**src/design/csr_consts.svh**
```systemverilog
// Holds bit positions, masks, reset values and addresses of the status word.
// Assumes it is included by its bare name from the package and the modules.
`ifndef CSR_CONSTS_SVH
`define CSR_CONSTS_SVH

// ----------------------------------------------------------------------
// System-register address
// ----------------------------------------------------------------------
`define CSR_SYSREG_ADDR     8'h00

// ----------------------------------------------------------------------
// Lower halfword bit positions
// ----------------------------------------------------------------------
`define CSR_BIT_CARRY       0
`define CSR_BIT_ZERO        1
`define CSR_BIT_NEG         2
`define CSR_BIT_OVF         3
`define CSR_BIT_SAT         4
`define CSR_BIT_LOCK        5
`define CSR_BIT_SCRATCH     14

// ----------------------------------------------------------------------
// Upper halfword bit positions
// ----------------------------------------------------------------------
`define CSR_BIT_GLOBAL      16
`define CSR_BIT_LVL0        17
`define CSR_BIT_LVL3        20
`define CSR_BIT_EXC         21
`define CSR_BIT_MODE_LO     22
`define CSR_BIT_MODE_HI     24
`define CSR_BIT_DEBUG       26
`define CSR_BIT_DBGMASK     27
`define CSR_BIT_SECURE      31

// ----------------------------------------------------------------------
// Masks and reset value
// ----------------------------------------------------------------------
`define CSR_LOW_MASK        32'h0000_ffff
`define CSR_IMPL_MASK       32'h8dff_403f
`define CSR_WRITE_MASK      32'h0dff_403f
`define CSR_RESET_WORD      32'h0061_0000
`define CSR_ARCH_SECURE_REV 3

`endif

```
**src/design/csr_pkg.sv**
```systemverilog
// Holds the types shared by the status-word modules.
// Assumes csr_consts.svh is on the include path.
package csr_pkg;
  `include "csr_consts.svh"

  // Execution mode codes of the three-bit mode field.
  typedef enum logic [2:0] {
    CSR_MODE_APP  = 3'h0,
    CSR_MODE_SUP  = 3'h1,
    CSR_MODE_INT0 = 3'h2,
    CSR_MODE_INT1 = 3'h3,
    CSR_MODE_INT2 = 3'h4,
    CSR_MODE_INT3 = 3'h5,
    CSR_MODE_EXC  = 3'h6,
    CSR_MODE_NMI  = 3'h7
  } csr_mode_e;

  // Arithmetic flag group: carry, zero, negative, overflow.
  typedef logic [3:0] csr_flags_t;
endpackage

```
**src/design/csr_flag_if.sv**
```systemverilog
// Carries arithmetic flag updates from the flag unit to the status word.
// Assumes both ends run on the core clock.
`timescale 1ns/1ps
interface csr_flag_if;
  import csr_pkg::*;
  csr_flags_t update;
  csr_flags_t value;
  logic       satHit;

  modport producer (output update, output value, output satHit);
  modport consumer (input update, input value, input satHit);
endinterface

```
**src/design/csr_flag_unit.sv**
```systemverilog
// Holds the flag unit that turns an execution result into flag updates.
// Assumes result, carry and overflow come from the core's ALU, same clock.
`timescale 1ns/1ps
`include "csr_consts.svh"
module csr_flag_unit
  import csr_pkg::*;
(
  input  wire logic       aluValid,
  input  wire csr_flags_t aluUpdate,
  input  wire logic [31:0] aluResult,
  input  wire logic       aluCarry,
  input  wire logic       aluOverflow,
  input  wire logic       aluSatOverflow,
  csr_flag_if.producer    flagBus
);
  import csr_pkg::*;

  // Zero test of a result word.
  function automatic logic isZero(input logic [31:0] word);
    isZero = (word == 32'h0000_0000);
  endfunction

  // -------------------------------------------------------------------
  // Flag values
  // -------------------------------------------------------------------
  // Each instruction chooses which flags it touches through aluUpdate.
  always_comb begin
    flagBus.update = aluValid ? aluUpdate : 4'h0;
    flagBus.value[`CSR_BIT_CARRY] = aluCarry;
    flagBus.value[`CSR_BIT_ZERO]  = isZero(aluResult);
    flagBus.value[`CSR_BIT_NEG]   = aluResult[31];
    flagBus.value[`CSR_BIT_OVF]   = aluOverflow;
    flagBus.satHit = aluValid & aluSatOverflow;
  end
endmodule

```
**src/design/csr_status_word.sv**
```systemverilog
// Holds the processor status word with its automatic hardware updates.
// Assumes the pipeline presents at most one instruction effect per cycle
// and that system-register moves target address zero when selected here.
`timescale 1ns/1ps
`include "csr_consts.svh"

// Behaviour
// - Word splits in halves; upper half reachable only in privileged modes.
// - Carry, zero, negative, overflow, saturation, lock, scratch live in lower half.
// - Secure bit shows secure execution, only on revision 3 and later, otherwise zero.
// - Debug mask set refuses debug entry; cleared at reset, freely writable.
// - Debug flag set in debug state, cleared at reset; changed by debug paths.
// - Three-bit mode field encodes the eight execution modes.
// - Reset leaves the mode field at supervisor.
// - Mode changes on interrupt, exception, supervisor call and returns.
// - Exception mask blocks exceptions; set at reset, exception and debug entry.
// - A level is accepted only when its mask and global mask are clear.
// - Starting level k service sets masks of level k and all below.
// - Global mask blocks all; set on reset, exception, debug, trap; cleared on trap return.
// - Scratch flag changes only by software and debug return; cleared at reset.
// - Lock flag serves conditional store; cleared by exception return and reset.
// - Saturation flag is sticky until cleared by the clear-flag instruction, a move or debug return.
// - Overflow flag follows arithmetic overflow.
// - Negative flag follows arithmetic and logical results.
// - Zero flag set on zero result, cleared otherwise.
// - Carry flag follows arithmetic carry.
// - Word reachable only by system-register moves at address zero and by flag set/clear instructions.
module csr_status_word
  import csr_pkg::*;
#(
  parameter int unsigned ARCH_REV     = 3,
  parameter logic        SECURE_RESET = 1'b0
) (
  input  wire logic              core_clk,
  input  wire logic              nrst,
  input  wire logic              srRdEn,
  input  wire logic              srWrEn,
  input  wire logic [7:0]        srAddr,
  input  wire logic [31:0]       srWrData,
  output logic      [31:0]       srRdData,
  input  wire logic              flagSetEn,
  input  wire logic              flagClrEn,
  input  wire logic [4:0]        flagIdx,
  input  wire logic              aluValid,
  input  wire csr_pkg::csr_flags_t aluUpdate,
  input  wire logic [31:0]       aluResult,
  input  wire logic              aluCarry,
  input  wire logic              aluOverflow,
  input  wire logic              aluSatOverflow,
  input  wire logic              irqStart,
  input  wire logic [1:0]        irqLevel,
  input  wire logic              nmiStart,
  input  wire logic              excStart,
  input  wire logic              debugReq,
  input  wire logic              debugReturn,
  input  wire logic [31:0]       debugReturnWord,
  input  wire logic              scallExec,
  input  wire logic              retsExec,
  input  wire logic              reteExec,
  input  wire csr_pkg::csr_mode_e returnMode,
  input  wire logic              trapEnter,
  input  wire logic              trapReturn,
  input  wire logic              secureEnter,
  input  wire logic              secureExit,
  output logic      [31:0]       srWord,
  output csr_pkg::csr_mode_e     modeOut,
  output logic                   privileged,
  output logic      [3:0]        irqEnable,
  output logic                   excEnable,
  output logic                   debugAccept,
  output logic                   debugState,
  output logic                   lockFlag
);
  import csr_pkg::*;

  // -------------------------------------------------------------------
  // Reset release
  // -------------------------------------------------------------------
  logic       rstMeta;
  logic       rstSync;

  // Two flops release the asynchronous reset in step with the clock.
  always_ff @(posedge core_clk or negedge nrst) begin
    if (!nrst) begin
      rstMeta <= 1'b0;
      rstSync <= 1'b0;
    end else begin
      rstMeta <= 1'b1;
      rstSync <= rstMeta;
    end
  end

  // -------------------------------------------------------------------
  // State
  // -------------------------------------------------------------------
  csr_flags_t arith;
  logic       satFlag;
  logic       scratchFlag;
  csr_mode_e  mode;
  logic       excMask;
  logic [3:0] lvlMask;
  logic       globalMask;
  logic       dbgFlag;
  logic       dbgMask;
  logic       secureFlag;

  csr_flag_if flagBus ();

  csr_flag_unit u_flag (
    .aluValid       (aluValid),
    .aluUpdate      (aluUpdate),
    .aluResult      (aluResult),
    .aluCarry       (aluCarry),
    .aluOverflow    (aluOverflow),
    .aluSatOverflow (aluSatOverflow),
    .flagBus        (flagBus.producer)
  );

  // Builds a one-hot word from a bit index.
  function automatic logic [31:0] bitSel(input logic [4:0] idx);
    bitSel = 32'h0000_0001 << idx;
  endfunction

  // -------------------------------------------------------------------
  // Access decode
  // -------------------------------------------------------------------
  logic        sel;
  logic [31:0] accMask;
  logic [31:0] wrBits;
  logic [31:0] setBits;
  logic [31:0] clrBits;
  logic        dbgEntry;
  logic        secureImpl;

  // Moves hit the word only at its own address; upper half needs privilege.
  always_comb begin
    privileged = (mode != CSR_MODE_APP);
    sel        = (srAddr == `CSR_SYSREG_ADDR);
    accMask    = privileged ? `CSR_WRITE_MASK
                            : (`CSR_WRITE_MASK & `CSR_LOW_MASK);
    wrBits     = (srWrEn && sel) ? accMask : 32'h0000_0000;
    setBits    = flagSetEn ? (bitSel(flagIdx) & accMask) : 32'h0000_0000;
    clrBits    = flagClrEn ? (bitSel(flagIdx) & accMask) : 32'h0000_0000;
    secureImpl = (ARCH_REV >= `CSR_ARCH_SECURE_REV);
  end

  // Debug entry is refused while masked or already in debug state.
  assign debugAccept = debugReq & ~dbgMask & ~dbgFlag;
  assign dbgEntry    = debugAccept;

  // -------------------------------------------------------------------
  // Arithmetic flags
  // -------------------------------------------------------------------
  csr_flags_t next_arith;

  // Debug return restores, then moves, then flag instructions, then ALU.
  always_comb begin
    next_arith = arith;
    for (int i = 0; i < 4; i++) begin
      if (debugReturn) begin
        next_arith[i] = debugReturnWord[i];
      end else if (wrBits[i]) begin
        next_arith[i] = srWrData[i];
      end else if (setBits[i]) begin
        next_arith[i] = 1'b1;
      end else if (clrBits[i]) begin
        next_arith[i] = 1'b0;
      end else if (flagBus.update[i]) begin
        next_arith[i] = flagBus.value[i];
      end
    end
  end

  // Arithmetic flags clear at reset.
  always_ff @(posedge core_clk or negedge rstSync) begin
    if (!rstSync) begin
      arith <= 4'h0;
    end else begin
      arith <= next_arith;
    end
  end

  // Saturation is sticky; a new overflow wins over a same-cycle clear.
  always_ff @(posedge core_clk or negedge rstSync) begin
    if (!rstSync) begin
      satFlag <= 1'b0;
    end else if (flagBus.satHit || setBits[`CSR_BIT_SAT]) begin
      satFlag <= 1'b1;
    end else if (debugReturn) begin
      satFlag <= debugReturnWord[`CSR_BIT_SAT];
    end else if (wrBits[`CSR_BIT_SAT]) begin
      satFlag <= srWrData[`CSR_BIT_SAT];
    end else if (clrBits[`CSR_BIT_SAT]) begin
      satFlag <= 1'b0;
    end
  end

  // -------------------------------------------------------------------
  // Lock and scratch
  // -------------------------------------------------------------------
  // Lock is cleared by exception return; software arms it otherwise.
  always_ff @(posedge core_clk or negedge rstSync) begin
    if (!rstSync) begin
      lockFlag <= 1'b0;
    end else if (reteExec) begin
      lockFlag <= 1'b0;
    end else if (debugReturn) begin
      lockFlag <= debugReturnWord[`CSR_BIT_LOCK];
    end else if (wrBits[`CSR_BIT_LOCK]) begin
      lockFlag <= srWrData[`CSR_BIT_LOCK];
    end else if (setBits[`CSR_BIT_LOCK]) begin
      lockFlag <= 1'b1;
    end else if (clrBits[`CSR_BIT_LOCK]) begin
      lockFlag <= 1'b0;
    end
  end

  // Scratch changes only by explicit software access and debug return.
  always_ff @(posedge core_clk or negedge rstSync) begin
    if (!rstSync) begin
      scratchFlag <= 1'b0;
    end else if (wrBits[`CSR_BIT_SCRATCH]) begin
      scratchFlag <= srWrData[`CSR_BIT_SCRATCH];
    end else if (setBits[`CSR_BIT_SCRATCH]) begin
      scratchFlag <= 1'b1;
    end else if (clrBits[`CSR_BIT_SCRATCH]) begin
      scratchFlag <= 1'b0;
    end else if (debugReturn) begin
      scratchFlag <= debugReturnWord[`CSR_BIT_SCRATCH];
    end
  end

  // -------------------------------------------------------------------
  // Execution mode
  // -------------------------------------------------------------------
  csr_mode_e next_mode;

  // Event entry outranks instruction-driven mode changes.
  always_comb begin
    next_mode = mode;
    if (nmiStart) begin
      next_mode = CSR_MODE_NMI;
    end else if (excStart) begin
      next_mode = CSR_MODE_EXC;
    end else if (irqStart) begin
      next_mode = csr_mode_e'(3'(irqLevel) + 3'h2);
    end else if (scallExec) begin
      next_mode = CSR_MODE_SUP;
    end else if (retsExec || reteExec) begin
      next_mode = returnMode;
    end else if (debugReturn) begin
      next_mode = csr_mode_e'(debugReturnWord[`CSR_BIT_MODE_HI:`CSR_BIT_MODE_LO]);
    end else if (wrBits[`CSR_BIT_MODE_LO]) begin
      next_mode = csr_mode_e'(srWrData[`CSR_BIT_MODE_HI:`CSR_BIT_MODE_LO]);
    end
  end

  // Mode starts in supervisor after reset.
  always_ff @(posedge core_clk or negedge rstSync) begin
    if (!rstSync) begin
      mode <= CSR_MODE_SUP;
    end else begin
      mode <= next_mode;
    end
  end

  // -------------------------------------------------------------------
  // Exception and interrupt masks
  // -------------------------------------------------------------------
  // Exception mask is raised by exception start and debug entry.
  always_ff @(posedge core_clk or negedge rstSync) begin
    if (!rstSync) begin
      excMask <= 1'b1;
    end else if (excStart || dbgEntry) begin
      excMask <= 1'b1;
    end else if (debugReturn) begin
      excMask <= debugReturnWord[`CSR_BIT_EXC];
    end else if (wrBits[`CSR_BIT_EXC]) begin
      excMask <= srWrData[`CSR_BIT_EXC];
    end else if (setBits[`CSR_BIT_EXC]) begin
      excMask <= 1'b1;
    end else if (clrBits[`CSR_BIT_EXC]) begin
      excMask <= 1'b0;
    end
  end

  logic [3:0] next_lvlMask;

  // Serving level k masks k and every lower level; software may reopen.
  always_comb begin
    next_lvlMask = lvlMask;
    for (int i = 0; i < 4; i++) begin
      if (irqStart && (2'(i) <= irqLevel)) begin
        next_lvlMask[i] = 1'b1;
      end else if (debugReturn) begin
        next_lvlMask[i] = debugReturnWord[`CSR_BIT_LVL0 + i];
      end else if (wrBits[`CSR_BIT_LVL0 + i]) begin
        next_lvlMask[i] = srWrData[`CSR_BIT_LVL0 + i];
      end else if (setBits[`CSR_BIT_LVL0 + i]) begin
        next_lvlMask[i] = 1'b1;
      end else if (clrBits[`CSR_BIT_LVL0 + i]) begin
        next_lvlMask[i] = 1'b0;
      end
    end
  end

  // Level masks clear at reset.
  always_ff @(posedge core_clk or negedge rstSync) begin
    if (!rstSync) begin
      lvlMask <= 4'h0;
    end else begin
      lvlMask <= next_lvlMask;
    end
  end

  // Global mask is raised by exception, debug entry and trap, lowered by trap return.
  always_ff @(posedge core_clk or negedge rstSync) begin
    if (!rstSync) begin
      globalMask <= 1'b1;
    end else if (excStart || dbgEntry || trapEnter) begin
      globalMask <= 1'b1;
    end else if (trapReturn) begin
      globalMask <= 1'b0;
    end else if (debugReturn) begin
      globalMask <= debugReturnWord[`CSR_BIT_GLOBAL];
    end else if (wrBits[`CSR_BIT_GLOBAL]) begin
      globalMask <= srWrData[`CSR_BIT_GLOBAL];
    end else if (setBits[`CSR_BIT_GLOBAL]) begin
      globalMask <= 1'b1;
    end else if (clrBits[`CSR_BIT_GLOBAL]) begin
      globalMask <= 1'b0;
    end
  end

  // -------------------------------------------------------------------
  // Debug and secure state
  // -------------------------------------------------------------------
  // Debug flag follows entry and return; other writes are not protected.
  always_ff @(posedge core_clk or negedge rstSync) begin
    if (!rstSync) begin
      dbgFlag <= 1'b0;
    end else if (dbgEntry) begin
      dbgFlag <= 1'b1;
    end else if (debugReturn) begin
      dbgFlag <= 1'b0;
    end else if (wrBits[`CSR_BIT_DEBUG]) begin
      dbgFlag <= srWrData[`CSR_BIT_DEBUG];
    end
  end

  // Debug mask is plain software state.
  always_ff @(posedge core_clk or negedge rstSync) begin
    if (!rstSync) begin
      dbgMask <= 1'b0;
    end else if (wrBits[`CSR_BIT_DBGMASK]) begin
      dbgMask <= srWrData[`CSR_BIT_DBGMASK];
    end else if (setBits[`CSR_BIT_DBGMASK]) begin
      dbgMask <= 1'b1;
    end else if (clrBits[`CSR_BIT_DBGMASK]) begin
      dbgMask <= 1'b0;
    end
  end

  // Secure bit exists only on revisions with secure support.
  always_ff @(posedge core_clk or negedge rstSync) begin
    if (!rstSync) begin
      secureFlag <= SECURE_RESET;
    end else if (secureEnter) begin
      secureFlag <= 1'b1;
    end else if (secureExit) begin
      secureFlag <= 1'b0;
    end
  end

  // -------------------------------------------------------------------
  // Word assembly and outputs
  // -------------------------------------------------------------------
  // Reserved positions stay zero because only implemented bits are placed.
  always_comb begin
    srWord = 32'h0000_0000;
    srWord[`CSR_BIT_OVF:`CSR_BIT_CARRY]    = arith;
    srWord[`CSR_BIT_SAT]                   = satFlag;
    srWord[`CSR_BIT_LOCK]                  = lockFlag;
    srWord[`CSR_BIT_SCRATCH]               = scratchFlag;
    srWord[`CSR_BIT_GLOBAL]                = globalMask;
    srWord[`CSR_BIT_LVL3:`CSR_BIT_LVL0]    = lvlMask;
    srWord[`CSR_BIT_EXC]                   = excMask;
    srWord[`CSR_BIT_MODE_HI:`CSR_BIT_MODE_LO] = mode;
    srWord[`CSR_BIT_DEBUG]                 = dbgFlag;
    srWord[`CSR_BIT_DBGMASK]               = dbgMask;
    srWord[`CSR_BIT_SECURE]                = secureImpl & secureFlag;
  end

  // Acceptance gates for the interrupt controller and exception logic.
  always_comb begin
    irqEnable  = ~lvlMask & {4{~globalMask}};
    excEnable  = ~excMask;
    modeOut    = mode;
    debugState = dbgFlag;
  end

  // Read data is registered; unprivileged reads see only the low half.
  always_ff @(posedge core_clk or negedge rstSync) begin
    if (!rstSync) begin
      srRdData <= 32'h0000_0000;
    end else if (srRdEn && sel) begin
      srRdData <= privileged ? srWord : (srWord & `CSR_LOW_MASK);
    end else if (srRdEn) begin
      srRdData <= 32'h0000_0000;
    end
  end
endmodule

```
**config.mk**
```make
export PLATFORM = sky130hd
export DESIGN_NAME = csr_status_word
export DESIGN_NICKNAME = d
export VERILOG_FILES = /design/src/design/csr_pkg.sv /design/src/design/csr_flag_if.sv /design/src/design/csr_flag_unit.sv /design/src/design/csr_status_word.sv
export VERILOG_INCLUDE_DIRS = /design/src /design/src/design
export SDC_FILE = /design/constraint.sdc
export NUM_CORES = 1
export LEC_CHECK = 0
export BUFFER_PORTS_ARGS = -buffer_cell sky130_fd_sc_hd__buf_2
export CORE_MARGIN = 2
export CORE_UTILIZATION = 43
export DETAILED_ROUTE_END_ITERATION = 7
export HOLD_SLACK_MARGIN = 0.1
export PLACE_DENSITY_LB_ADDON = 0.3
export SYNTH_ARGS = -nofsm -noshare
export SYNTH_HDL_FRONTEND = slang
export SYNTH_HIERARCHICAL = 1
export SYNTH_SLANG_ARGS = --single-unit
```
**constraint.sdc**
```tcl
create_clock -name core_clk -period 3 [get_ports core_clk]
set_clock_uncertainty 0.2 [all_clocks]
set_input_delay 0.6 -clock core_clk [delete_from_list [all_inputs] [get_ports core_clk]]
set_output_delay 0.6 -clock core_clk [all_outputs]
set_load 0.01 [all_outputs]
```
# Yosys cells after proc, flatten, opt, wreduce, memory -nomap -nowiden

Index checks and enable logic that the tools add are counted.

Output and inout port bits: 76
Logic and storage cells: 154
Bits in registers: 53
Input port bits: 140

Add/subtract/negate cells: 1
Reductions and logical operators: 31
Shift-type cells: 1
Order comparisons: 4
Mux-type cells: 87
Bitwise gates (word level): 10

Operator list:

| kind                                                                  | count |
|---|---|
| 28-bit 2-to-1 mux                                                     | 4 |
| 32-bit 2-to-1 mux                                                     | 3 |
| 1-bit 2-to-1 mux                                                      | 72 |
| 5-bit nonzero test                                                    | 10 |
| 32-bit logical NOT                                                    | 1 |
| 28-bit AND                                                            | 1 |
| 1-bit by 5-bit left shift with 28-bit output (first input constant)   | 1 |
| 3-bit 2-to-1 mux                                                      | 7 |
| 3-bit nonzero test                                                    | 3 |
| 8-bit logical NOT                                                     | 1 |
| 4-bit nonzero test                                                    | 2 |
| 7-bit nonzero test                                                    | 1 |
| 1-bit logical AND                                                     | 6 |
| 6-bit nonzero test                                                    | 1 |
| 4-bit AND                                                             | 1 |
| 1-bit by 2-bit <= comparator with 1-bit output (first input constant) | 2 |
| 2-bit <= comparator (first input constant)                            | 2 |
| 1-bit logical OR                                                      | 4 |
| 4-bit 2-to-1 mux                                                      | 1 |
| 1-bit inverter                                                        | 4 |
| 4-bit inverter                                                        | 1 |
| 2-bit nonzero test                                                    | 2 |
| 2-bit by 2-bit adder with 3-bit output (second input constant)        | 1 |
| 1-bit AND                                                             | 3 |

# Longest topological paths before layout

Gate-level depths: netlist (run 1).

Depth in word-level cells: 10
Gate-level depth with buffers: 7
Depth with buffers taken out: 7

# Cells and area by module

The synthesis (run 1) kept the hierarchy.

Modules (own cells, without submodules):

| module          | area each (um^2) | instances | cells an instance | sequential area each (um^2) |
|---|---|---|---|---|
| csr_status_word | 2593.7           | 1         | 277               | 1004.7 |
| csr_flag_unit   | 126.4            | 1         | 19                | 0.0 |

# Least setup slack after synthesis (run 1)

OpenSTA, ideal clock, no wires.

Path type: input port to flip-flop
From: input srAddr[5]
To: register mode[1], in the netlist modeOut[1]
Buffers on the path: 0
Stages on the path: 4
Library setup time: 0.125 ns
Setup slack: 0.763 ns
Required time: 2.675 ns
Arrival time: 1.912 ns
Cells stage by stage: or4_4 > o31a_1 > and4_4 > mux2_4

Word-level cells in the longest chain between the ends: 4

RTL lines:

| element                      | RTL line               | RTL |
|---|---|---|
| from (decl)                  | csr_status_word.sv:38  | `input wire logic [7:0] srAddr,` |
| 8-bit logical NOT (no line)  | n/a                    |  |
| 1-bit logical AND            | csr_status_word.sv:141 | `wrBits = (srWrEn && sel) ? accMask : 32'h0000_0000;` |
| 28-bit 2-to-1 mux            | csr_status_word.sv:141 |  |
| 7-bit nonzero test (no line) | n/a                    |  |
| to (signal assigned)         | csr_status_word.sv:263 | `mode <= next_mode;` |
| to (decl)                    | csr_status_word.sv:99  | `csr_mode_e mode;` |

Every way passes these cells.
A chain may end at the register's enable or synchronous reset.

# Final worst setup path (run 1)

From: register mode[2], in the netlist modeOut[2]
To: output privileged

Word-level cells in the longest chain between the ends: 1

RTL lines:

| element            | RTL line               | RTL |
|---|---|---|
| 3-bit nonzero test | csr_status_word.sv:137 | `privileged = (mode != CSR_MODE_APP);` |
| to (decl)          | csr_status_word.sv:67  | `output logic privileged,` |

Every way passes these cells.

==> results of run 1 <==
==> kinds of logic after synthesis <==
family | share of synthesized area, %
buffers and inverters | 14.9
and+or+nand+nor | 20.9
DFF | 36.9
muxes | 5.34
AOI/OAI and AO/OA | 21.6
other | 0.276
==> sequential cells by signal (all words and copies together), names as in the netlist <==
register / cells
srRdData: 19
arith: 4
lvlMask: 4
modeOut: 3
dbgMask: 1
debugState: 1
excMask: 1
globalMask: 1
lockFlag: 1
rstMeta: 1
rstSync: 1
satFlag: 1
scratchFlag: 1
secureFlag: 1
==> power groups by stage <==
stage	clock network, mW	registers, mW	logic [mW]
2_1_floorplan	0	0.621	0.193
4_1_cts	0.492	0.616	0.300
3_3_place_gp	0	0.626	0.293
6_report	0.484	0.616	0.300
5_1_grt	0.522	0.623	0.330
3_5_place_dp	0	0.627	0.298
==> final timing paths <==
kind                       depth (start not counted)          end  startpoint  slack [ps]
setup / recovery                                   2   privileged  modeOut[2]         830
hold / removal                                     0      rstSync     rstMeta         150
setup reg to reg                                   4   modeOut[1]  modeOut[2]         960
hold reg to reg                                    0      rstSync     rstMeta         150
max in group asynchronous                          0   lvlMask[3]     rstSync        1890
min in group asynchronous                          0  srRdData[1]     rstSync         170
==> cells in the mapped netlist (all sizes together), types with 5 or more instances <==
cell type   n
a21oi       9
nand4       5
clkbuf      7
a22o       19
nor2       24
mux2i       7
and2        6
nor4       15
nand2      14
inv        13
dfrtp      37
buf        46
mux2        6
o41ai       5
o311ai      5
and3        5
o31ai       9
==> final cells by class <==
class | count | share of cell area (%)
flip-flops and latches | 40 | 28.7
clock inverters | 1 | 0.857
multi-input cells | 215 | 40.0
clock buffers | 7 | 2.75
well taps | 75 | 2.68
repair buffers | 163 | 23.6
inverters | 13 | 1.39
==> through the flow <==
step	std cells	instance area, µm²	worst slack (ps)	utilization [%]	hold slack, ps
floorplan	321	2810	763	-	104
global placement	505	3370	576	55.9	139
detailed placement	505	3370	566	55.9	136
CTS	514	3510	807	58.2	153
global route	514	3510	693	58.2	172
finish	514	3510	829	58.2	152
==> metal layers <==
| layer | wire length, µm | global-route usage [%] |
|---|---|---|
| met5 | 0 | 0 |
| met3 | 482 | 2.67 |
| met4 | 84 | 5.72 |
| met1 | 3520 | 31.7 |
| met2 | 4030 | 38.0 |
==> worst reg2reg max path, cell delays in order, from the launching register on <==
cell and delay [ps]:
dfrtp_1 490, o31ai_1 410, o31a_1 260, and4_4 280, mux2_4 300
==> repair_timing <==
item | 4_1_cts | 5_1_grt
hold buffers | 1 | 0
endpoints found under the hold margin | 2 | 0
setup buffers | 0 | 0
==> qor.txt, run 1 <==
Chip height: 83.5 µm
Synth cell types: 54
EDFF count, synth: 0
Vias in the first global route: 2641
Row cnt: 28
Final slew viol count: 0
Sw Ratio: 28.2%
Pre-Repair DR Iteration Count: 4
Largest net degree at the start of global routing: 39
Post-CTS sizing: 0
Post-synthesis register bit count: 40
Slowest cell on crit path: dfrtp_1
Total Routing Usage GR: 22.8%
Synth top area cells: dfrtp_1, buf_4, a22o_1, nor2_1, nor4_1
Sequential share of power: 44.0%
Ports: 216
Pwr Total: 1.40 mW
Die width: 83.5 µm
Vias: 2779
Syn Inst Count: 296
Initial antenna violation count: 0
Final number of setup-violating endpoints: 0
Period utilization: 72.4%
Crit-path max FO: 8
Max stage delay on crit path: 490 ps
1st-iter DRT viols: 167
Clk pin slew, worst setup/hold paths: 80 ps
Post-route DRC: 0
Max VDD drop: 0.275 mV
Combinational Power Share: 21.4%
Synth-to-layout area growth: 28.9%
CTS root buf: clkbuf_8
PD cells: 399 mW/mm²
CTS tree: done
Worst hold path class: flop to flop
Gpl congestion: 0.864
Setup Crit Path Kind: flop to output port
Sinks on the clock net: 40
Nets: 578
Critical path buffers and inverters: 1
Core area: 0.00603 mm²
Multi-input gate area: 0.00140 mm²
First-pass GRT wire length: 13100 µm
Syn_area_per_cell: 9.19 µm²
Post-DP HPWL: 6440 µm
Setup crit end kind: output port
Status: finished, final reports clean
Clock network fraction of total power: 34.6%
Tmin final: 2170 ps
Most frequent cells in the layout: buf_2, dfrtp_1, conb_1
Final ANT Viol Nets: 0
Die area: 0.00698 mm²
Switch Pwr: 394 µW
Worst-Skew Late Latency: 290 ps
N_diodes: 0
Seq. cell area: 0.00101 mm²
Htree depth: 2
Clk buf depth: 2
Asr flop ratio synth: 100%
Max Freq: 0.461 GHz
Synth top area share: 34.0%
Initial core utilization: 45.1%
Max-cap violation count: 0
Seq/Total Area, Yosys: 36.9%
Ys Warns: 6
Crit start category: flop
Predominant post-synthesis flop cell: dfrtp_1
Worst Max-Slew Pin Slew: 847 ps
Leak: 1.81 nW
Cell taking the most area after synthesis: dfrtp_1
Internal: 1.01 mW
TritonCTS buffer count: 5
Number of fill cells in the layout: 555
Cells along the critical path: or3_1 > buf_2
Vias per inst: 5.41
Layout cells sized above 1: 42.8%
CP delay by family, top: flip-flops
Synthesized area: 0.00272 mm²
RSZ-0062 raised after global routing: false
GRT Residual Overflow: 0
Commonest non-fill, non-tap cell in the layout: buf_2
Hold Vio Cnt, Final: 0
WL final: 8120 µm
CP Data Arrival Time: 1370 ps
Slew headroom: 43.5%
Worst endpoint required time: 2200 ps
Setup TNS: 0 ps
Port bufs: 159
DR WL/cell: 15.8 µm
Power figures use the tool's default switching activity.
==> run 2, diff against run 1 <==
--- a/config.mk
+++ b/config.mk
@@ -8,7 +8,7 @@
 export LEC_CHECK = 0
 export BUFFER_PORTS_ARGS = -buffer_cell sky130_fd_sc_hd__buf_2
 export CORE_MARGIN = 2
-export CORE_UTILIZATION = 43
+export CORE_UTILIZATION = 40
 export DETAILED_ROUTE_END_ITERATION = 7
 export HOLD_SLACK_MARGIN = 0.1
 export PLACE_DENSITY_LB_ADDON = 0.3
==> constraint.sdc (replaced) <==
create_clock -name core_clk -period 2.05 [get_ports core_clk]
set_clock_uncertainty 0.2 [all_clocks]
set_input_delay 0.41 -clock core_clk [delete_from_list [all_inputs] [get_ports core_clk]]
set_output_delay 0.41 -clock core_clk [all_outputs]
set_load 0.01 [all_outputs]
==> run 2 against run 1 <==
Net effect: sequential cell count stayed put; sequential share of layout area is 1.7 points lower; clock-buffer cell count stayed put; routed wire length is 3.7% higher; worst setup slack worse by 770 ps; design area is 6.2% higher; critical path type is now flop to flop.
==> qor.txt, run 2 (synthesis results as in run 1) <==
Crit-path max FO: 8 (unchanged)
Most frequent cells in the layout: buf_2, dfrtp_1, conb_1, buf_4, nor2_1 (was buf_2, dfrtp_1, conb_1)
CP delay by family, top: compound AO/OA/AOI/OAI gates (was flip-flops)
Vias in the first global route: 2810 (was 2641)
Combinational Power Share: 23.1% (was 21.4%)
Worst hold path class: flop to async pin (was flop to flop)
Largest net degree at the start of global routing: 39 (unchanged)
Chip height: 86.5 µm (was 83.5 µm)
Biggest registers after layout: srRdData (19), arith (4), lvlMask (4) (unchanged)
Biggest register: srRdData (unchanged)
Pre-Repair DR Iteration Count: 4 (unchanged)
Slew headroom: 58.9% (was 43.5%)
Post-DP HPWL: 6690 µm (was 6440 µm)
Synth-to-layout area growth: 36.8% (was 28.9%)
Post-CTS sizing: 0 (unchanged)
Final ANT Viol Nets: 0 (unchanged)
Initial antenna violation count: 0 (unchanged)
Max stage delay on crit path: 600 ps (was 490 ps)
Worst Max-Slew Pin Slew: 612 ps (was 847 ps)
Leak: 1.94 nW (was 1.81 nW)
Die width: 86.5 µm (was 83.5 µm)
Final number of setup-violating endpoints: 0 (unchanged)
Initial core utilization: 40.7% (was 45.1%)
Max reg flops: 19 (unchanged)
Cells along the critical path: o31ai_2 > nor3b_1 > mux2_2 > a21o_2 (was or3_1 > buf_2)
N_diodes: 0 (unchanged)
Final Cell Area: 0.00372 mm² (was 0.00351 mm²)
Htree depth: 2 (unchanged)
Final slew viol count: 0 (unchanged)
Worst-Skew Late Latency: 290 ps (about the same)
CTS root buf: clkbuf_8 (unchanged)
Setup Crit Path Kind: flop to flop (was flop to output port)
TritonCTS buffer count: 5 (unchanged)
Port bufs: 159 (unchanged)
Clock network fraction of total power: 34.3% (was 34.6%)
Max VDD drop: 0.264 mV (was 0.275 mV)
Clk pin slew, worst setup/hold paths: 80 ps (about the same)
Sw Ratio: 28.2% (about the same)
Die area: 0.00748 mm² (was 0.00698 mm²)
Vias per inst: 5.35 (was 5.41)
Post-route DRC: 0 (unchanged)
DR WL/cell: 15.4 µm (was 15.8 µm)
Total Routing Usage GR: 21.8% (was 22.8%)
Vias: 2917 (was 2779)
Post-route non-filler standard cell count: 545 (was 514)
1st-iter DRT viols: 183 (was 167)
Worst endpoint required time: 2040 ps (was 2200 ps)
Max Freq: 0.503 GHz
Slowest cell on crit path: o31ai_2 (was dfrtp_1)
PD cells: 559 mW/mm² (was 399 mW/mm²)
Gpl congestion: 0.913 (was 0.864)
Ports: 216 (unchanged)
Critical path buffers and inverters: 0 (was 1)
Layout cells sized above 1: 45.8% (was 42.8%)
Sinks on the clock net: 40 (unchanged)
Core area: 0.00668 mm² (was 0.00603 mm²)
Nets: 604 (was 578)
Fin util: 55.7% (was 58.2%)
Placed Area: 0.00358 mm² (was 0.00337 mm²)
CP Data Arrival Time: 1980 ps (was 1370 ps)
Hold Vio Cnt, Final: 0 (unchanged)
Commonest non-fill, non-tap cell in the layout: buf_2 (unchanged)
Max-cap violation count: 0 (unchanged)
Tmin final: 1990 ps
Switch Pwr: 588 µW (was 394 µW)
Row cnt: 30 (was 28)
Status: finished, final reports clean (unchanged)
GRT Residual Overflow: 0 (unchanged)
RSZ-0062 raised after global routing: true (was false)
Internal: 1.49 mW (was 1.01 mW)
WL final: 8420 µm (was 8120 µm)
Clk buf depth: 2 (unchanged)
Number of fill cells in the layout: 641 (was 555)
Sequential share of power: 42.6% (was 44.0%)
Setup TNS: 0 ps (unchanged)
Setup crit end kind: flop (was output port)
Placed Cells: 535 (was 505)
Worst Hold Slack: 110 ps (was 152 ps)
CTS tree: done (unchanged)
Period utilization: 97.0%
First-pass GRT wire length: 13000 µm (was 13100 µm)
Crit start category: flop (unchanged)
run 2: cell types whose count changed in the layout (fill, tap and decap cells not counted):
cell,before,now
dlygate4sd3_1,1,2
buf_12,0,1
buf_4,3,27
run 2: metal layers:
layer,wire [µm],up-vias,track usage [%]
met1,3540,1388,27.7
li1,-,1388,-
met5,0,-,0
met3,556,12,4.10
met2,4210,129,37.7
met4,116,0,6.39
run 2: power by group through the flow:
stage | clock (mW) | combinational (mW) | sequential [mW]
2_1_floorplan | 0 | 0.283 | 0.909
3_3_place_gp | 0 | 0.465 | 0.903
3_5_place_dp | 0 | 0.476 | 0.903
4_1_cts | 0.723 | 0.481 | 0.888
5_1_grt | 0.762 | 0.530 | 0.894
6_report | 0.714 | 0.480 | 0.887
run 2: repair_timing:
action | in CTS | in global routing
endpoints found under the hold margin | 3 | 0
hold buffers | 2 | 0
setup buffers | 0 | 0
setup endpoints to repair | 0 | 3
run 2: worst reg2reg max path: stages, from the launching register on:
cell	delay [ps]
dfrtp_1	450
o31ai_2	600
nor3b_1	140
mux2_2	300
a21o_2	200
run 2: worst paths after layout:
kind                               startpoint          end  slack, ps  depth (start not counted)
setup reg to reg                   modeOut[2]   lvlMask[3]         60                          4
max in group asynchronous             rstSync   modeOut[0]       1180                          1
hold / removal                        rstSync  srRdData[2]        110                          1
setup / recovery                   modeOut[2]   lvlMask[3]         60                          4
min in group core_clk      debugReturnWord[1]     arith[1]        120                          3
hold reg to reg                       rstSync  srRdData[2]        110                          1
run 2: final cells by class:
type | instances | area [µm²] | share of cell area, %
Tap cell | 80 | 100 | 2.69
Clock buffer | 7 | 96.3 | 2.59
Sequential cell | 40 | 1010 | 27.0
Multi-Input combinational cell | 215 | 1400 | 37.7
Timing Repair Buffer | 189 | 1040 | 27.9
Clock inverter | 1 | 30.0 | 0.807
Inverter | 13 | 48.8 | 1.31
run 2: per-stage QoR:
| stage | setup slack [ps] | power [mW] |
|---|---|---|
| 2_1_floorplan | 2.68 | 1.19 |
| 3_3_place_gp | -148 | 1.37 |
| 3_5_place_dp | -163 | 1.38 |
| 4_1_cts | 81.9 | 2.09 |
| 5_1_grt | -21.9 | 2.19 |
| 6_report | 62.3 | 2.08 |
==> run 3, diff against run 2 <==
--- a/config.mk
+++ b/config.mk
@@ -6,9 +6,10 @@
 export SDC_FILE = /design/constraint.sdc
 export NUM_CORES = 1
 export LEC_CHECK = 0
+export ABC_AREA = 1
 export BUFFER_PORTS_ARGS = -buffer_cell sky130_fd_sc_hd__buf_2
 export CORE_MARGIN = 2
-export CORE_UTILIZATION = 40
+export CORE_UTILIZATION = 41
 export DETAILED_ROUTE_END_ITERATION = 7
 export HOLD_SLACK_MARGIN = 0.1
 export PLACE_DENSITY_LB_ADDON = 0.3
==> run 3 against run 2 <==
Net effect: clock power decreased by 23%; routed wire length is 2.4% higher; fmax rose by 1.4%; largest cell class unchanged; highest routed layer unchanged.
==> qor.txt, run 3 <==
RSZ-0062 raised after global routing: false (was true)
Slowest cell on crit path: dfstp_2 (was o31ai_2)
Ports: 216 (unchanged)
Nets: 734 (was 604)
Post CTS Setup Buffer Count: 0 (unchanged)
EDFF count, synth: 0 (unchanged)
Met1 global-route usage: 28.3% (was 27.7%)
Sequential share of power: 46.0% (was 42.6%)
CTS tree: done (unchanged)
FF-to-FF setup slack: 350 ps (was 60 ps)
Predominant post-synthesis flop cell: dfrtp_1 (unchanged)
Synth top area cells: dfrtp_1, nand2_1, buf_4, nor2_1, inv_1 (was dfrtp_1, buf_4, a22o_1, nor2_1, nor4_1)
Clk pin slew, worst setup/hold paths: 80 ps (about the same)
N_diodes: 0 (unchanged)
Most frequent cells in the layout: buf_2, nand2_1, nor2_1 (was buf_2, dfrtp_1, conb_1, buf_4, nor2_1)
Reg2reg start: modeOut[0] (was modeOut[2])
Crit start category: flop (unchanged)
Simple-Gate Fraction of Synth Area: 35.8% (was 20.9%)
Sinks on the clock net: 40 (unchanged)
Mux cell area share after synthesis: 0% (was 5.34%)
Initial antenna violation count: 0 (unchanged)
Xor/xnor cell area share of the yosys netlist: 0% (unchanged)
Reg2reg end: lvlMask[0] (was lvlMask[3])
Status: finished, final reports clean (unchanged)
Port bufs: 159 (unchanged)
Global route hottest layer: met2 (unchanged)
Die area: 0.00795 mm² (was 0.00748 mm²)
Worst endpoint required time: 1440 ps (was 2040 ps)
Commonest non-fill, non-tap cell in the layout: buf_2 (unchanged)
Sw Ratio: 31.3% (was 28.2%)
Cell taking the most area after synthesis: dfrtp_1 (unchanged)
Setup crit end kind: output port (was flop)
Max VDD drop: 0.258 mV (was 0.264 mV)
Met2 GRT Util: 37.7% (about the same)
Ys Warns: 6 (unchanged)
Syn_area_per_cell: 6.68 µm² (was 9.19 µm²)
Gpl congestion: 0.930 (was 0.913)
CP Data Arrival Time: 1350 ps (was 1980 ps)
Vias in the first global route: 3135 (was 2810)
Combinational Power Share: 25.0% (was 23.1%)
PD cells: 500 mW/mm² (was 559 mW/mm²)
Fin util: 53.3% (was 55.7%)
Worst-Skew Late Latency: 290 ps (about the same)
Core area: 0.00714 mm² (was 0.00668 mm²)
TritonCTS buffer count: 5 (unchanged)
Htree depth: 2 (unchanged)
WL final: 8620 µm (was 8420 µm)
Initial core utilization: 41.7% (was 40.7%)
Clk buf depth: 2 (unchanged)
Most common cell in the netlist: nand2_1 (was buf_4)
Biggest registers after layout: srRdData (19), arith (4), lvlMask (4) (unchanged)
Final number of setup-violating endpoints: 0 (unchanged)
Pre-Repair DR Iteration Count: 4 (unchanged)
Setup TNS: 0 ps (unchanged)
Layout cells sized above 1: 32.6% (was 45.8%)
DR WL/cell: 12.4 µm (was 15.4 µm)
Post-route non-filler standard cell count: 694 (was 545)
Max Freq: 0.510 GHz (was 0.503 GHz)
Clock network fraction of total power: 28.9% (was 34.3%)
Biggest register: srRdData (unchanged)
Largest family of logic cells by synthesized area: simple AND/OR/NAND/NOR gates (was compound AO/OA/AOI/OAI gates)
Most frequent cells after synthesis: nand2_1, nor2_1, inv_1, buf_4, dfrtp_1 (was buf_4, dfrtp_1, nor2_1, a22o_1)
Total Routing Usage GR: 21.8% (about the same)
Setup Crit Path Kind: flop to output port (was flop to flop)
Synth Area in Adders: 0% (unchanged)
Compound-cell area share of the yosys netlist: 10.3% (was 21.6%)
Final ANT Viol Nets: 0 (unchanged)
Post-synthesis register bit count: 40 (unchanged)
Largest net degree at the start of global routing: 39 (unchanged)
Worst Max-Slew Pin Slew: 506 ps (was 612 ps)
Chip height: 89.2 µm (was 86.5 µm)
Vias per inst: 4.74 (was 5.35)
GRT Residual Overflow: 0 (unchanged)
Post-route DRC: 0 (unchanged)
Internal: 1.31 mW (was 1.49 mW)
Post-DP HPWL: 7010 µm (was 6690 µm)
Leak: 2.15 nW (was 1.94 nW)
Synth top area share: 31.1% (was 34.0%)
Max-cap violation count: 0 (unchanged)
Slew headroom: 66.2% (was 58.9%)
Syn Inst Count: 445 (was 296)
Synthesized area: 0.00297 mm² (was 0.00272 mm²)
Placed Cells: 684 (was 535)
Asr flop ratio synth: 100% (unchanged)
Synth-to-layout area growth: 27.9% (was 36.8%)
First-pass GRT wire length: 13600 µm (was 13000 µm)
1st-iter DRT viols: 213 (was 183)
Vias: 3293 (was 2917)
Reg2Reg Depth: 9 (was 4)
Hold Vio Cnt, Final: 0 (unchanged)
Cells along the critical path: nor2_1 > nand2_2 > buf_6 > buf_2 (was o31ai_2 > nor3b_1 > mux2_2 > a21o_2)
Die width: 89.2 µm (was 86.5 µm)
Met3 Track Usage GR: 3.23% (was 4.10%)
Row cnt: 31 (was 30)
Period utilization: 95.6% (was 97.0%)
Tmin final: 1960 ps (was 1990 ps)
Max reg flops: 19 (unchanged)
Worst hold path class: flop to async pin (unchanged)
Final slew viol count: 0 (unchanged)
Seq/Total Area, Yosys: 33.8% (was 36.9%)
Crit-path max FO: 10 (was 8)
Switch Pwr: 596 µW (was 588 µW)
Max stage delay on crit path: 550 ps (was 600 ps)
CTS root buf: clkbuf_8 (unchanged)
Synth cell types: 32 (was 54)
-- run 3: worst max path at each step --
stage | to | start | cells past startpoint
6_report | privileged | modeOut[0] | 4
5_1_grt | privileged | modeOut[0] | 4
4_1_cts | privileged | modeOut[0] | 4
3_5_place_dp | srRdData[17] | srAddr[1] | 6
3_3_place_gp | srRdData[26] | srAddr[1] | 6
2_1_floorplan | lvlMask[0] | modeOut[0] | 9
-- run 3: critical path, delay by kind of cell (launching register included) --
kind / cells / cell delay (ps)
simple gates: 2 / 200
buf+inv: 2 / 310
flops: 1 / 550
-- run 3: cell families after synthesis --
family                 Yosys count
and+or+nand+nor                239
buffers and inverters          113
DFF                             40
other                            2
AOI/OAI and AO/OA               51
-- run 3: cell type report --
class	count	area, µm²
Multi-Input combinational cell	317	1470
Timing Repair Buffer	169	880
Clock buffer	7	86.3
Inverter	61	229
Clock inverter	1	7.51
Fill cell	777	3330
Tap cell	99	124
Sequential cell	40	1010
-- run 3: timing repair --
action,CTS,global route
hold buffers,2,0
gates resized for setup,1,1
hold endpoints to repair,3,0
endpoints found under the setup margin,1,1
-- run 3: through the flow --
| step | cell area [µm²] | hold slack (ps) | setup WS (ps) | power, mW |
|---|---|---|---|---|
| final | 3800 | 111 | 89.2 | 1.90 |
| after CTS | 3800 | 111 | 48.1 | 1.92 |
| after global routing | 3800 | 121 | 15.3 | 2.02 |
| after detailed placement | 3680 | -3.06 | 81.9 | 1.36 |
| after global placement | 3680 | -5.13 | 156 | 1.36 |
| after floorplan | 3070 | -85.6 | 430 | 1.20 |
-- run 3: metal layers --
layer | part of all wire, % | wire (µm)
met1 | 42 | 3610
met2 | 48 | 4180
met3 | 7.2 | 617
met4 | 2.5 | 212
met5 | 0 | 0
-- run 3: power groups by stage --
stage	clock (mW)	sequential (mW)	combinational [mW]
floorplan	0	0.905	0.295
global placement	0	0.891	0.464
detailed placement	0	0.892	0.472
CTS	0.568	0.877	0.478
global route	0.598	0.882	0.540
finish	0.551	0.876	0.476
